$ cat src/i2cis_pkg.sv
/*
 * Shared constants for the two-wire interrupt status block: register
 * addresses, status bit positions, reset values, FIFO sizes, enable modes.
 * Assumes a 32-bit register address space and a single system clock.
 */
`default_nettype none
package i2cis_pkg;
	// ------------------------------------------------------------
	// register addresses
	// ------------------------------------------------------------
	localparam logic [31:0] ADDR_DATA_COMMAND_PORT = 32'h50001310;
	localparam logic [31:0] ADDR_BUS_INT_STATUS    = 32'h5000132C;
	localparam logic [31:0] ADDR_INT_MASK          = 32'h50001330;
	localparam logic [31:0] ADDR_RAW_STATUS        = 32'h50001334;
	localparam logic [31:0] ADDR_RX_THRESHOLD      = 32'h50001338;
	localparam logic [31:0] ADDR_TX_THRESHOLD      = 32'h5000133C;
	localparam logic [31:0] ADDR_ALL_FLAGS_CLEAR   = 32'h50001340;
	localparam logic [31:0] ADDR_READ_REQ_CLEAR    = 32'h50001350;
	localparam logic [31:0] ADDR_ABORT_CLEAR       = 32'h50001354;
	localparam logic [31:0] ADDR_ACTIVITY_CLEAR    = 32'h5000135C;
	localparam logic [31:0] ADDR_BROADCAST_CLEAR   = 32'h50001368;
	localparam logic [31:0] ADDR_CONTROLLER_ENABLE = 32'h5000136C;
	localparam logic [31:0] ADDR_ABORT_REASON      = 32'h50001380;

	// ------------------------------------------------------------
	// status bit positions
	// ------------------------------------------------------------
	localparam int BIT_RX_UNDER  = 0;
	localparam int BIT_RX_OVER   = 1;
	localparam int BIT_RX_FULL   = 2;
	localparam int BIT_TX_OVER   = 3;
	localparam int BIT_TX_EMPTY  = 4;
	localparam int BIT_RD_REQ    = 5;
	localparam int BIT_TX_ABORT  = 6;
	localparam int BIT_RX_DONE   = 7;
	localparam int BIT_ACTIVITY  = 8;
	localparam int BIT_STOP      = 9;
	localparam int BIT_START     = 10;
	localparam int BIT_BROADCAST = 11;
	localparam int ENABLE_BIT    = 0;

	// ------------------------------------------------------------
	// widths and reset values
	// ------------------------------------------------------------
	localparam int STAT_W = 16;
	localparam int PTR_W  = 5;
	localparam int LVL_W  = 6;
	localparam int DATA_W = 8;
	localparam int CMD_W  = 9;
	localparam int THR_W  = 8;
	localparam int FIFO_DEPTH = 32;
	localparam logic [15:0] MASK_RESET  = 16'h08FF;
	localparam logic [15:0] STAT_RESET  = 16'h0000;
	localparam logic [15:0] STICKY_BITS = 16'h0FEB;
	localparam logic [5:0]  LVL_FULL    = 6'h20;
	localparam logic [5:0]  LVL_EMPTY   = 6'h00;
	localparam logic [5:0]  LVL_ONE     = 6'h01;
	localparam logic [4:0]  PTR_ONE     = 5'h01;

	// enable modes: off, running, disabled but still draining
	typedef enum logic [1:0] {
		EN_OFF   = 2'h0,
		EN_ON    = 2'h1,
		EN_DRAIN = 2'h3
	} i2cis_en_state_t;
endpackage
`default_nettype wire

$ cat src/i2cis_bus_watch.sv
/*
 * Bus condition watcher: synchronises the clock and data lines and
 * reports START and STOP conditions as one-cycle pulses.
 * Assumes the pins are asynchronous to clk and far slower than it.
 */
`timescale 1ns/1ns
`default_nettype none
module i2cis_bus_watch (
	// clock and reset
	input  wire logic clk,
	input  wire logic reset_n,
	// bus pins
	input  wire logic sclIn,
	input  wire logic sdaIn,
	// detected conditions
	output logic      startSeen,
	output logic      stopSeen
);
	typedef struct packed {
		logic sclMeta;
		logic sdaMeta;
		logic sclSync;
		logic sdaSync;
		logic sclLast;
		logic sdaLast;
		logic start;
		logic stop;
	} i2cis_watch_t;

	i2cis_watch_t s_reg;
	i2cis_watch_t s_next;

	// ------------------------------------------------------------
	// sync chain and edge detection
	// ------------------------------------------------------------
	// only the second stage and later feed the detectors
	always_comb begin
		s_next = s_reg;
		s_next.sclMeta = sclIn;
		s_next.sdaMeta = sdaIn;
		s_next.sclSync = s_reg.sclMeta;
		s_next.sdaSync = s_reg.sdaMeta;
		s_next.sclLast = s_reg.sclSync;
		s_next.sdaLast = s_reg.sdaSync;
		// data falls while clock stays high
		s_next.start = s_reg.sclSync & s_reg.sclLast & s_reg.sdaLast & ~s_reg.sdaSync;
		// data rises while clock stays high
		s_next.stop = s_reg.sclSync & s_reg.sclLast & ~s_reg.sdaLast & s_reg.sdaSync;
	end

	// idle bus is high on both lines
	always_ff @(posedge clk or negedge reset_n) begin
		if (!reset_n) begin
			s_reg <= '{sclMeta: 1'b1, sdaMeta: 1'b1, sclSync: 1'b1, sdaSync: 1'b1,
				sclLast: 1'b1, sdaLast: 1'b1, start: 1'b0, stop: 1'b0};
		end else begin
			s_reg <= s_next;
		end
	end

	assign startSeen = s_reg.start;
	assign stopSeen  = s_reg.stop;
endmodule
`default_nettype wire

$ cat src/i2cis_fifo_mem.sv
/*
 * Small FIFO storage: one write port, one registered read port.
 * Assumes the caller keeps pointers and never writes a full store.
 */
`timescale 1ns/1ns
`default_nettype none
module i2cis_fifo_mem #(
	parameter int W     = 8,
	parameter int DEPTH = 32,
	parameter int AW    = 5
) (
	// clock and reset
	input  wire logic          clk,
	input  wire logic          reset_n,
	// write side
	input  wire logic          wrEn,
	input  wire logic [AW-1:0] wrAddr,
	input  wire logic [W-1:0]  wrData,
	// read side
	input  wire logic [AW-1:0] rdAddr,
	output logic      [W-1:0]  rdData
);
	typedef struct packed {
		logic [DEPTH-1:0][W-1:0] mem;
		logic [W-1:0]            rdData;
	} i2cis_mem_t;

	i2cis_mem_t s_reg;
	i2cis_mem_t s_next;

	// bypass keeps the head valid when writing into an empty store
	always_comb begin
		s_next = s_reg;
		if (wrEn) begin
			s_next.mem[wrAddr] = wrData;
		end
		s_next.rdData = (wrEn && wrAddr == rdAddr) ? wrData : s_reg.mem[rdAddr];
	end

	always_ff @(posedge clk or negedge reset_n) begin
		if (!reset_n) begin
			s_reg <= '0;
		end else begin
			s_reg <= s_next;
		end
	end

	assign rdData = s_reg.rdData;
endmodule
`default_nettype wire

$ cat src/i2cis_status_logic.sv
/*
 * Interrupt status logic of a two-wire controller: sticky event flags,
 * FIFO level flags, clear-on-read registers, mask, interrupt output,
 * transmit and receive FIFOs, and the disable/drain behaviour.
 * Assumes a protocol core on clk reporting events as one-cycle pulses,
 * and bus pins arriving asynchronously.
 */
`timescale 1ns/1ns
`default_nettype none
module i2cis_status_logic (
	// clock and reset
	input  wire logic        clk,
	input  wire logic        reset_n,
	// register port
	input  wire logic        regRead,
	input  wire logic        regWrite,
	input  wire logic [31:0] regAddr,
	input  wire logic [31:0] regWdata,
	output logic      [31:0] regRdata,
	// bus pins
	input  wire logic        sclIn,
	input  wire logic        sdaIn,
	output logic             sclOut,
	output logic             sclOe,
	// protocol core events
	input  wire logic        coreActive,
	input  wire logic        slaveNackPulse,
	input  wire logic        txAbortPulse,
	input  wire logic [15:0] abortReasonIn,
	input  wire logic        readRequestPulse,
	input  wire logic        broadcastPulse,
	input  wire logic        rxByteValid,
	input  wire logic [7:0]  rxByte,
	// transmit queue towards the core
	input  wire logic        txPopReq,
	output logic             txValid,
	output logic      [8:0]  txHead,
	// status
	output logic             internalEnableSignal,
	output logic             interruptOut
);
	typedef struct packed {
		i2cis_pkg::i2cis_en_state_t mode;
		logic                       enableBit;
		logic [15:0]                mask;
		logic [7:0]                 txThr;
		logic [7:0]                 rxThr;
		logic [15:0]                flags;
		logic [15:0]                abortReason;
		logic [4:0]                 txWr;
		logic [4:0]                 txRd;
		logic [5:0]                 txLvl;
		logic [4:0]                 rxWr;
		logic [4:0]                 rxRd;
		logic [5:0]                 rxLvl;
		logic [31:0]                rdata;
		logic                       irq;
	} i2cis_state_t;

	localparam i2cis_state_t RESET_STATE = '{mode: i2cis_pkg::EN_OFF,
		mask: i2cis_pkg::MASK_RESET, flags: i2cis_pkg::STAT_RESET, default: '0};

	i2cis_state_t s_reg;
	i2cis_state_t s_next;

	logic        startSeen;
	logic        stopSeen;
	logic [7:0]  rxHead;
	logic [15:0] statRaw;
	logic [15:0] flagSet;
	logic [15:0] flagClr;
	logic [31:0] readValue;
	logic        rdCmd;
	logic        wrCmd;
	logic        txFlush;
	logic        rxFlush;
	logic        txPush;
	logic        txPop;
	logic        rxPush;
	logic        rxPop;
	logic        clrAll;
	logic        txEmptyLvl;
	logic        rxFullLvl;

	// ------------------------------------------------------------
	// address decode
	// ------------------------------------------------------------
	function automatic logic hit(input logic strobe, input logic [31:0] a,
		input logic [31:0] k);
		hit = strobe && (a == k);
	endfunction

	assign rdCmd  = hit(regRead, regAddr, i2cis_pkg::ADDR_DATA_COMMAND_PORT);
	assign wrCmd  = hit(regWrite, regAddr, i2cis_pkg::ADDR_DATA_COMMAND_PORT);
	assign clrAll = hit(regRead, regAddr, i2cis_pkg::ADDR_ALL_FLAGS_CLEAR);

	// ------------------------------------------------------------
	// FIFO control
	// ------------------------------------------------------------
	// abort keeps the queue flushed so stale commands never reach the bus
	assign txFlush = !s_reg.enableBit || s_reg.flags[i2cis_pkg::BIT_TX_ABORT];
	assign rxFlush = !s_reg.enableBit;
	assign txPush  = wrCmd && s_reg.txLvl != i2cis_pkg::LVL_FULL && !txFlush;
	assign txPop   = txPopReq && txValid && !txFlush;
	// a byte into a full store is acked by the core but dropped here
	assign rxPush  = rxByteValid && s_reg.rxLvl != i2cis_pkg::LVL_FULL && !rxFlush;
	assign rxPop   = rdCmd && s_reg.rxLvl != i2cis_pkg::LVL_EMPTY;
	assign txValid = s_reg.txLvl != i2cis_pkg::LVL_EMPTY && !txFlush;

	// level flags follow the FIFOs; disabled transmit side mirrors activity
	assign txEmptyLvl = s_reg.enableBit ? ({2'h0, s_reg.txLvl} <= s_reg.txThr)
		: coreActive;
	assign rxFullLvl  = s_reg.enableBit && ({2'h0, s_reg.rxLvl} >= s_reg.rxThr);

	// ------------------------------------------------------------
	// flag set and clear terms
	// ------------------------------------------------------------
	always_comb begin
		flagSet = '0;
		flagClr = {16{clrAll}};
		flagSet[i2cis_pkg::BIT_START]     = startSeen;
		flagSet[i2cis_pkg::BIT_STOP]      = stopSeen;
		flagSet[i2cis_pkg::BIT_ACTIVITY]  = coreActive;
		flagSet[i2cis_pkg::BIT_RX_DONE]   = slaveNackPulse;
		flagSet[i2cis_pkg::BIT_TX_ABORT]  = txAbortPulse;
		flagSet[i2cis_pkg::BIT_RD_REQ]    = readRequestPulse;
		flagSet[i2cis_pkg::BIT_TX_OVER]   = wrCmd && s_reg.txLvl == i2cis_pkg::LVL_FULL;
		flagSet[i2cis_pkg::BIT_RX_OVER]   = rxByteValid && s_reg.rxLvl == i2cis_pkg::LVL_FULL;
		flagSet[i2cis_pkg::BIT_RX_UNDER]  = rdCmd && s_reg.rxLvl == i2cis_pkg::LVL_EMPTY;
		flagSet[i2cis_pkg::BIT_BROADCAST] = broadcastPulse && s_reg.enableBit;
		// activity clears on disable or either clear register
		flagClr[i2cis_pkg::BIT_ACTIVITY] = clrAll || !s_reg.enableBit
			|| hit(regRead, regAddr, i2cis_pkg::ADDR_ACTIVITY_CLEAR);
		flagClr[i2cis_pkg::BIT_TX_ABORT] = clrAll
			|| hit(regRead, regAddr, i2cis_pkg::ADDR_ABORT_CLEAR);
		flagClr[i2cis_pkg::BIT_RD_REQ] = clrAll
			|| hit(regRead, regAddr, i2cis_pkg::ADDR_READ_REQ_CLEAR);
		flagClr[i2cis_pkg::BIT_BROADCAST] = clrAll || !s_reg.enableBit
			|| hit(regRead, regAddr, i2cis_pkg::ADDR_BROADCAST_CLEAR);
		// error flags survive the drain, drop once internal enable is low
		flagClr[i2cis_pkg::BIT_TX_OVER]  = clrAll || s_reg.mode == i2cis_pkg::EN_OFF;
		flagClr[i2cis_pkg::BIT_RX_OVER]  = clrAll || s_reg.mode == i2cis_pkg::EN_OFF;
		flagClr[i2cis_pkg::BIT_RX_UNDER] = clrAll || s_reg.mode == i2cis_pkg::EN_OFF;
	end

	// raw view: sticky flags plus live level flags, reserved bits zero
	always_comb begin
		statRaw = s_reg.flags & i2cis_pkg::STICKY_BITS;
		statRaw[i2cis_pkg::BIT_TX_EMPTY] = txEmptyLvl;
		statRaw[i2cis_pkg::BIT_RX_FULL]  = rxFullLvl;
	end

	// ------------------------------------------------------------
	// register read mux
	// ------------------------------------------------------------
	always_comb begin
		case (regAddr)
			i2cis_pkg::ADDR_BUS_INT_STATUS:    readValue = {16'h0000, statRaw & s_reg.mask};
			i2cis_pkg::ADDR_RAW_STATUS:        readValue = {16'h0000, statRaw};
			i2cis_pkg::ADDR_INT_MASK:          readValue = {16'h0000, s_reg.mask};
			i2cis_pkg::ADDR_CONTROLLER_ENABLE: readValue = {31'h00000000, s_reg.enableBit};
			i2cis_pkg::ADDR_TX_THRESHOLD:      readValue = {24'h000000, s_reg.txThr};
			i2cis_pkg::ADDR_RX_THRESHOLD:      readValue = {24'h000000, s_reg.rxThr};
			i2cis_pkg::ADDR_DATA_COMMAND_PORT: readValue = {24'h000000, rxHead};
			i2cis_pkg::ADDR_ABORT_REASON:      readValue = {16'h0000, s_reg.abortReason};
			default:                           readValue = 32'h00000000;
		endcase
	end

	// ------------------------------------------------------------
	// next state
	// ------------------------------------------------------------
	always_comb begin
		s_next = s_reg;
		if (hit(regWrite, regAddr, i2cis_pkg::ADDR_CONTROLLER_ENABLE)) begin
			s_next.enableBit = regWdata[i2cis_pkg::ENABLE_BIT];
		end
		if (hit(regWrite, regAddr, i2cis_pkg::ADDR_INT_MASK)) begin
			s_next.mask = regWdata[15:0];
		end
		if (hit(regWrite, regAddr, i2cis_pkg::ADDR_TX_THRESHOLD)) begin
			s_next.txThr = regWdata[7:0];
		end
		if (hit(regWrite, regAddr, i2cis_pkg::ADDR_RX_THRESHOLD)) begin
			s_next.rxThr = regWdata[7:0];
		end
		// internal enable lags a disable until the core goes idle
		case (s_reg.mode)
			i2cis_pkg::EN_OFF: begin
				if (s_reg.enableBit) s_next.mode = i2cis_pkg::EN_ON;
			end
			i2cis_pkg::EN_ON: begin
				if (!s_reg.enableBit) begin
					s_next.mode = coreActive ? i2cis_pkg::EN_DRAIN : i2cis_pkg::EN_OFF;
				end
			end
			i2cis_pkg::EN_DRAIN: begin
				if (s_reg.enableBit) s_next.mode = i2cis_pkg::EN_ON;
				else if (!coreActive) s_next.mode = i2cis_pkg::EN_OFF;
			end
			default: s_next.mode = i2cis_pkg::EN_OFF;
		endcase
		// transmit pointers
		if (txFlush) begin
			s_next.txWr  = '0;
			s_next.txRd  = '0;
			s_next.txLvl = i2cis_pkg::LVL_EMPTY;
		end else begin
			if (txPush) s_next.txWr = s_reg.txWr + i2cis_pkg::PTR_ONE;
			if (txPop) s_next.txRd = s_reg.txRd + i2cis_pkg::PTR_ONE;
			if (txPush && !txPop) s_next.txLvl = s_reg.txLvl + i2cis_pkg::LVL_ONE;
			if (txPop && !txPush) s_next.txLvl = s_reg.txLvl - i2cis_pkg::LVL_ONE;
		end
		// receive pointers
		if (rxFlush) begin
			s_next.rxWr  = '0;
			s_next.rxRd  = '0;
			s_next.rxLvl = i2cis_pkg::LVL_EMPTY;
		end else begin
			if (rxPush) s_next.rxWr = s_reg.rxWr + i2cis_pkg::PTR_ONE;
			if (rxPop) s_next.rxRd = s_reg.rxRd + i2cis_pkg::PTR_ONE;
			if (rxPush && !rxPop) s_next.rxLvl = s_reg.rxLvl + i2cis_pkg::LVL_ONE;
			if (rxPop && !rxPush) s_next.rxLvl = s_reg.rxLvl - i2cis_pkg::LVL_ONE;
		end
		// set wins over a clear in the same cycle
		s_next.flags = flagSet | (s_reg.flags & ~flagClr);
		// reason is dropped with the abort flag, a new abort recaptures it
		if (flagClr[i2cis_pkg::BIT_TX_ABORT]) s_next.abortReason = '0;
		if (txAbortPulse) s_next.abortReason = abortReasonIn;
		if (regRead) s_next.rdata = readValue;
		s_next.irq = |(statRaw & s_reg.mask);
	end

	always_ff @(posedge clk or negedge reset_n) begin
		if (!reset_n) begin
			s_reg <= RESET_STATE;
		end else begin
			s_reg <= s_next;
		end
	end

	// ------------------------------------------------------------
	// submodules and outputs
	// ------------------------------------------------------------
	i2cis_bus_watch uWatch (
		.clk       (clk),
		.reset_n   (reset_n),
		.sclIn     (sclIn),
		.sdaIn     (sdaIn),
		.startSeen (startSeen),
		.stopSeen  (stopSeen)
	);

	i2cis_fifo_mem #(.W(i2cis_pkg::CMD_W), .DEPTH(i2cis_pkg::FIFO_DEPTH),
		.AW(i2cis_pkg::PTR_W)) uTxMem (
		.clk    (clk),
		.reset_n(reset_n),
		.wrEn   (txPush),
		.wrAddr (s_reg.txWr),
		.wrData (regWdata[8:0]),
		.rdAddr (s_next.txRd),
		.rdData (txHead)
	);

	i2cis_fifo_mem #(.W(i2cis_pkg::DATA_W), .DEPTH(i2cis_pkg::FIFO_DEPTH),
		.AW(i2cis_pkg::PTR_W)) uRxMem (
		.clk    (clk),
		.reset_n(reset_n),
		.wrEn   (rxPush),
		.wrAddr (s_reg.rxWr),
		.wrData (rxByte),
		.rdAddr (s_next.rxRd),
		.rdData (rxHead)
	);

	assign regRdata = s_reg.rdata;
	assign interruptOut = s_reg.irq;
	assign internalEnableSignal = s_reg.mode != i2cis_pkg::EN_OFF;
	// stretch the clock low while a read request waits
	assign sclOut = 1'b0;
	assign sclOe  = s_reg.flags[i2cis_pkg::BIT_RD_REQ];
endmodule
`default_nettype wire

$ cat config.mk
export PLATFORM = sky130hd
export DESIGN_NAME = i2cis_status_logic
export DESIGN_NICKNAME = d
export VERILOG_FILES = /design/src/i2cis_pkg.sv /design/src/i2cis_bus_watch.sv /design/src/i2cis_fifo_mem.sv /design/src/i2cis_status_logic.sv
export SDC_FILE = /design/constraint.sdc
export NUM_CORES = 1
export LEC_CHECK = 0
export BUFFER_PORTS_ARGS = -buffer_cell sky130_fd_sc_hd__buf_2
export CORE_ASPECT_RATIO = 1.75
export CORE_MARGIN = 5
export CORE_UTILIZATION = 60
export DETAILED_ROUTE_END_ITERATION = 10
export PLACE_DENSITY = 0.75
export RECOVER_POWER = 25
export SLEW_MARGIN = 10
export SYNTH_ARGS = -nofsm -noshare
export SYNTH_HDL_FRONTEND = slang
export SYNTH_SLANG_ARGS = --single-unit
export TNS_END_PERCENT = 20
$ cat constraint.sdc
create_clock -name clk -period 8.6 [get_ports clk]
set_input_delay 0.86 -clock clk [delete_from_list [all_inputs] [get_ports clk]]
set_output_delay 0.86 -clock clk [all_outputs]
set_load 0.1 [all_outputs]
==> key figures, run 1 <==
STA
  – Post-route clock period utilization: 0.607
  – RSZ-0062 raised after global routing: no
  – Relative slew margins: -2.03
  – Worst slew pin tran: 4.55 ns
  – Final setup fails: 0
  – Pins Over Slew Limit: 267
  – Setup TNS: 0 ns
  – Final worst path period need: 5.22 ns
  – Setup ws final: 3.38 ns
  – Worst Clk Skew: 0.0404 ns
  – Final Hold Viols: 0
  – FMAX: 0.192 GHz
  – Hold WS: 0.296 ns

CTS
  – CTS Buf Count: 60
  – Post-CTS Resized: 0
  – Clk sink count: 679
  – CTS tree: done
  – Clk_lat worst skew: 0.63 ns
  – CTS Root Cell: clkbuf_16
  – Clock-pin slew on the worst setup and hold paths: 0.07 ns
  – # Post-CTS Setup Buffers: 0
  – CTS Buffer Depth: 3
  – # hold bufs at CTS: 0
  – CTS H-tree depth: 2

Route
  – WL/cell: 24.6 um
  – Number of remaining DRC errors: 0
  – DRT Pass-1 Iters: 8
  – Final ANT Viol Nets: 0
  – DR vias/cell: 6.43
  – Via count: 22602
  – 1st-iter DRT viols: 1892
  – Routed wire length: 86600 um

Yosys
  – Post-synth EDFFs: 0
  – Post-synthesis cell count: 2767
  – Asr flop ratio synth: 1.00
  – Post-synthesis cell type with the largest combined area: dfrtp_1
  – Count of state elements after synthesis: 679
  – Synth cell types: 92
  – Yosys Warn Count: 0
  – Post-synthesis sequential area ratio: 0.521
  – Synthesized cell area: 32600 um2
  – Yosys top cell area share: 0.509
  – Top post-synthesis cells by area: dfrtp_1, mux2_2, nand2_1
  – Mean Syn Cell Area: 11.8 um2
  – Ys flop type: dfrtp_1

Cells and area
  – Most frequent cells in the layout: dfrtp_1, mux2_2, nand2_1, buf_2, a21oi_1
  – Share of cells above drive strength 1: 0.323
  – Area Overhead vs Synth: 8.39%
  – Fin nets: 2900
  – Most common cell after layout, fill and taps aside: dfrtp_1
  – Max reg flops: 288
  – Finished Cell Area: 35400 um2

Critical path
  – Max FO, Critical Path: 72
  – CP Launch Type: flip-flop
  – Worst path cell trace: or4_1, o31a_4, mux2i_4, buf_4, inv_2, buf_4, nand3_1, a311oi_1, o21ai_0, and3_1, o21bai_1
  – CP max stage delay: 0.81 ns
  – CP max stage cell: or4_1
  – CP arrival: 5.70 ns
  – Setup crit end kind: flip-flop
  – CP most frequent cell: buf_4
  – Critical path buffers and inverters: 3
  – Critical Path RT: 9.08 ns
  – Worst Setup Path Type: flip-flop to flip-flop
  – Crit path depth: 11
  – Family with the most delay on the worst path: buffers and inverters
  – Reg2reg path depth: 11

Power
  – Sequential Power Share: 0.499
  – Power Dens Cells: 231 nW/um2
  – VDD IR max: 243 uV
  – Sw Ratio: 0.260
  – Combinational Power Share: 0.146
  – Clk pwr share: 0.355
  – Design Power: 8160 uW
  – P_leak: 0.0162 uW
  – Cell Int Power: 6030 uW
  – P_sw: 2130 uW

Worst hold path
  – Worst hold path type: input port to async pin

Outcome
  – Status: finished, violations left
  – Failing checks: max-capacitance violations, max-slew violations

Floorplanning
  – Core box area: 54200 um2
  – Chip Width: 186 um
  – Die Area: 59400 um2
  – # IOs: 147
  – Starting Density: 0.603
  – Die height: 319 um
  – Row count: 113

GRT
  – Vias in the first global route: 23933
  – Global route overflow: 0
  – First-pass GRT wire length: 136000 um
  – Initial antenna violation count: 3
  – Gr usage total: 0.285
  – Largest net degree at the start of global routing: 181

Place
  – Buffers added on ports: 113
  – DP Worst Slack: 3.07 ns
  – Placed instance area: 33300 um2
  – Final Wtd Congestion: 1.00
  – Hpwl dp: 58800 um

Job
  – Max-Cap Viols: 2
-- cells by family after synthesis --
logic type | Yosys count | share of synthesized area
adders and majority gates | 28 | 0.0107
AOI/OAI and AO/OA | 405 | 0.0880
other | 1 | 0.000115
DFF | 679 | 0.521
xor gates and xnor gates | 39 | 0.0116
muxes | 662 | 0.231
buffers and inverters | 265 | 0.0399
and+or+nand+nor | 688 | 0.0974
-- through the flow --
stage	utilization	std cells
after floorplan	-	2783
after global placement	0.614	3399
after detailed placement	0.614	3399
after CTS	0.654	3510
after global routing	0.653	3512
final	0.653	3515
-- final timing paths --
path | from | to | slack, ns
min in group clk | sdaIn | uWatch.s_next[4]$_DFF_PN1_ | 0.33
min | reset_n | uTxMem.s_reg[74]$_DFFE_PN0P_ | 0.30
min reg2reg | uWatch.s_next[4]$_DFF_PN1_ | uWatch.s_next[2]$_DFF_PN1_ | 0.36
max in group asynchronous | reset_n | uRxMem.s_reg[151]$_DFFE_PN0P_ | 3.44
max | s_reg[51]$_DFFE_PN0P_ | uTxMem.rdData[0]$_DFF_PN0_ | 3.38
max reg2reg | s_reg[51]$_DFFE_PN0P_ | uTxMem.rdData[0]$_DFF_PN0_ | 3.38
-- layer usage --
metal,vias to the layer above,share of wire,global-route usage
met5,-,0,0
met4,0,0.088,0.210
met3,314,0.046,0.0316
met2,850,0.52,0.513
met1,11578,0.34,0.307
li1,9860,-,-
-- cells in the mapped netlist (11+ instances only) --
| library cell | instances |
|---|---|
| o221ai_1 | 11 |
| nor2_1 | 83 |
| buf_4 | 52 |
| a22oi_1 | 32 |
| mux2_2 | 565 |
| nor2_2 | 33 |
| a21oi_1 | 110 |
| xnor2_1 | 20 |
| ha_1 | 28 |
| and3_1 | 11 |
| o22ai_1 | 24 |
| buf_2 | 35 |
| dfrtp_1 | 664 |
| nor3_1 | 13 |
| xor2_1 | 17 |
| nand3_1 | 76 |
| a31oi_1 | 26 |
| a32oi_1 | 19 |
| a221oi_1 | 14 |
| mux2i_1 | 80 |
| nand4_1 | 20 |
| dfstp_2 | 15 |
| and2_1 | 15 |
| o21ai_0 | 45 |
| inv_1 | 46 |
| nand2_1 | 372 |
| nor4_1 | 16 |
| clkbuf_1 | 112 |
| a222oi_1 | 13 |
| mux4_2 | 15 |
| a21o_1 | 27 |
-- final cells by class --
type	instances	area, um2
Multi-Input combinational cell	1839	14400
Antenna cell	5	12.5
Inverter	53	201
Clock inverter	32	419
Sequential cell	679	17000
Timing Repair Buffer	138	769
Fill cell	4104	18800
Tap cell	690	863
Clock buffer	79	1700
-- power by group through the flow --
stage	Clock (uW)	Sequential (uW)	Combinational, uW
after CTS	2930	4060	1200
after detailed placement	0	4120	1200
after global placement	0	4070	1130
final	2890	4070	1190
after global routing	3060	4130	1320
after floorplan	0	3980	934
-- worst register-to-register path: stages (launching register included) --
cell	delay [ns]
dfrtp_1	0.47
or4_1	0.81
o31a_4	0.42
mux2i_4	0.19
buf_4	0.29
inv_2	0.57
buf_4	0.80
nand3_1	0.29
a311oi_1	0.69
o21ai_0	0.15
and3_1	0.21
o21bai_1	0.16
Note: power is estimated with default switching activity, not from simulation.
==> inputs of run 2 (changes only) <==
--- a/config.mk
+++ b/config.mk
@@ -5,12 +5,13 @@
 export SDC_FILE = /design/constraint.sdc
 export NUM_CORES = 1
 export LEC_CHECK = 0
+export ABC_AREA = 1
 export BUFFER_PORTS_ARGS = -buffer_cell sky130_fd_sc_hd__buf_2
 export CORE_ASPECT_RATIO = 1.75
 export CORE_MARGIN = 5
-export CORE_UTILIZATION = 60
+export CORE_UTILIZATION = 56
 export DETAILED_ROUTE_END_ITERATION = 10
-export PLACE_DENSITY = 0.75
+export PLACE_DENSITY = 0.73
 export RECOVER_POWER = 25
 export SLEW_MARGIN = 10
 export SYNTH_ARGS = -nofsm -noshare
==> constraint.sdc (replaced) <==
create_clock -name clk -period 4.8 [get_ports clk]
set_input_delay 0.48 -clock clk [delete_from_list [all_inputs] [get_ports clk]]
set_output_delay 0.48 -clock clk [all_outputs]
set_load 0.1 [all_outputs]
==> key figures, run 2 <==
Outcome
  – Failing checks: max-capacitance violations, max-slew violations
  – Status: finished, violations left

CTS
  – Post-CTS Resized: 0
  – # hold bufs at CTS: 3
  – CTS Buffer Depth: 3
  – CTS Buf Count: 66
  – CTS tree: done
  – CTS Root Cell: clkbuf_16
  – Clk_lat worst skew: 0.62 ns
  – CTS H-tree depth: 3
  – Clk sink count: 679
  – Clock-pin slew on the worst setup and hold paths: 0.07 ns
  – # Post-CTS Setup Buffers: 0

STA
  – Pins Over Slew Limit: 148
  – Worst slew pin tran: 2.62 ns
  – Final worst path period need: 3.92 ns
  – RSZ-0062 raised after global routing: no
  – Post-route clock period utilization: 0.816
  – Hold WS: 0.0678 ns
  – Relative slew margins: -0.746
  – Setup TNS: 0 ns
  – Worst Clk Skew: 0.0145 ns
  – FMAX: 0.255 GHz
  – Final Hold Viols: 0
  – Final setup fails: 0

Yosys
  – Yosys Warn Count: 0
  – Post-synthesis sequential area ratio: 0.489
  – Post-synth EDFFs: 0
  – Cell with the most instances after synthesis: nand2_1
  – Yosys top cell area share: 0.478
  – Post-synthesis cell type with the largest combined area: dfrtp_1
  – Synth cell types: 58
  – Mean Syn Cell Area: 7.80 um2
  – Post-synth top cells: nand2_1, dfrtp_1, o21ai_0
  – Asr flop ratio synth: 1.00
  – Ys flop type: dfrtp_1
  – Post-synthesis cell count: 4462
  – Top post-synthesis cells by area: dfrtp_1, nand2_1, o21ai_0
  – Synthesized cell area: 34800 um2
  – Count of state elements after synthesis: 679

Place
  – Buffers added on ports: 113
  – Final Wtd Congestion: 0.926
  – Placed instance area: 35400 um2
  – Placed Cells: 5105
  – Hpwl dp: 65700 um

Critical path
  – CP max stage delay: 0.82 ns
  – CP Launch Type: flip-flop
  – Setup crit end kind: flip-flop
  – Critical path buffers and inverters: 4
  – Worst Setup Path Type: flip-flop to flip-flop
  – Critical Path RT: 5.29 ns
  – CP most frequent cell: nand3_1
  – Family with the most delay on the worst path: buffers and inverters
  – Max FO, Critical Path: 48
  – Worst path cell trace: inv_1, nor2_2, buf_4, nand3_2, o21bai_1, nand3_1, inv_1, buf_12, nand3_1, nand3_1, nand3_1, nand3_1, nand2_1
  – CP max stage cell: dfrtp_4
  – CP arrival: 4.41 ns
  – R2R Setup Slk: 0.88 ns

Route
  – DRT Pass-1 Iters: 6
  – WL/cell: 19.5 um
  – 1st-iter DRT viols: 2667
  – Number of remaining DRC errors: 0
  – Routed wire length: 102000 um
  – Via count: 30151
  – DR vias/cell: 5.77
  – Final ANT Viol Nets: 0

GRT
  – Vias in the first global route: 29319
  – Global route overflow: 0
  – Gr usage total: 0.302
  – Largest net degree at the start of global routing: 136
  – First-pass GRT wire length: 161000 um
  – Initial antenna violation count: 1

Cells and area
  – Fin nets: 4506
  – Share of cells above drive strength 1: 0.0807
  – Area Overhead vs Synth: 7.94%
  – Most common cell after layout, fill and taps aside: nand2_1
  – Max reg flops: 288
  – Fin cells: 5225
  – Finished Cell Area: 37600 um2
  – Most frequent cells in the layout: nand2_1, dfrtp_1, o21ai_0, nand3_1, inv_1
  – Filler cell count in the final layout: 5551

Power
  – P_leak: 0.0179 uW
  – VDD IR max: 392 uV
  – Power Dens Cells: 399 nW/um2

Floorplanning
  – Starting Density: 0.562
  – Row count: 121
  – Core box area: 61900 um2
  – Die height: 340 um
  – # IOs: 147
  – Die Area: 67400 um2
  – Chip Width: 198 um

Worst hold path
  – Worst hold path type: input port to flip-flop

Job
  – Max-Cap Viols: 3
run 2: worst paths after layout:
| check | depth (start not counted) | to | from |
|---|---|---|---|
| max | 13 | uTxMem.rdData[7]$_DFF_PN0_ | s_reg[129]$_DFFE_PN0P_ |
| min | 3 | s_reg[77]$_DFFE_PN0P_ | abortReasonIn[12] |
| max reg2reg | 13 | uTxMem.rdData[7]$_DFF_PN0_ | s_reg[129]$_DFFE_PN0P_ |
| min reg2reg | 0 | uWatch.s_next[3]$_DFF_PN1_ | uWatch.s_next[5]$_DFF_PN1_ |
| max in group asynchronous | 3 | uTxMem.s_reg[93]$_DFFE_PN0P_ | reset_n |
| min in group asynchronous | 2 | uTxMem.s_reg[274]$_DFFE_PN0P_ | reset_n |
run 2: kinds of logic after synthesis:
logic type / share of synthesized area
AO/OA/AOI/OAI: 0.105
XOR/XNOR: 0.00252
adder cells (fa/ha/maj): 0.0101
buffers and inverters: 0.105
flip-flops: 0.489
multiplexers: 0.00514
other: 0.000108
AND/OR/NAND/NOR: 0.283
run 2: power by group:
group,internal (uW),total (uW),switching [uW]
Clock,3030,5310,2270
Combinational,840,2560,1720
Sequential,6780,7120,340
run 2: area by class of cell:
| cell class | instances | area [um2] | share of cell area |
|---|---|---|---|
| sequential | 679 | 17000 | 0.453 |
| multi-input combinational | 2909 | 14200 | 0.379 |
| inverter | 560 | 2100 | 0.0560 |
| clock buffer | 93 | 1900 | 0.0505 |
| timing repair buffer | 161 | 1060 | 0.0283 |
| tap | 799 | 1000 | 0.0266 |
| clock inverter | 23 | 256 | 0.00683 |
| antenna | 1 | 2.50 | 0.0000666 |
run 2: worst min-delay path: stages:
cell and delay, ns:
buf_2 0.08, nand2_1 0.04, o21ai_0 0.06
run 2: layer usage:
layer | GRT usage | wire [um] | up-vias
li1 | - | - | 14211
met1 | 0.340 | 36100 | 14331
met2 | 0.516 | 51400 | 1216
met3 | 0.0353 | 5430 | 393
met4 | 0.231 | 9160 | 0
met5 | 0 | 0 | -
run 2: metrics by stage:
step | setup WS (ns) | total power [uW] | util
5_1_grt | 0.370 | 15800 | 0.606
3_5_place_dp | 0.769 | 9730 | 0.571
6_report | 0.884 | 15000 | 0.606
3_3_place_gp | 0.794 | 9620 | 0.571
4_1_cts | 0.951 | 15000 | 0.607
2_1_floorplan | 2.33 | 8950 | -
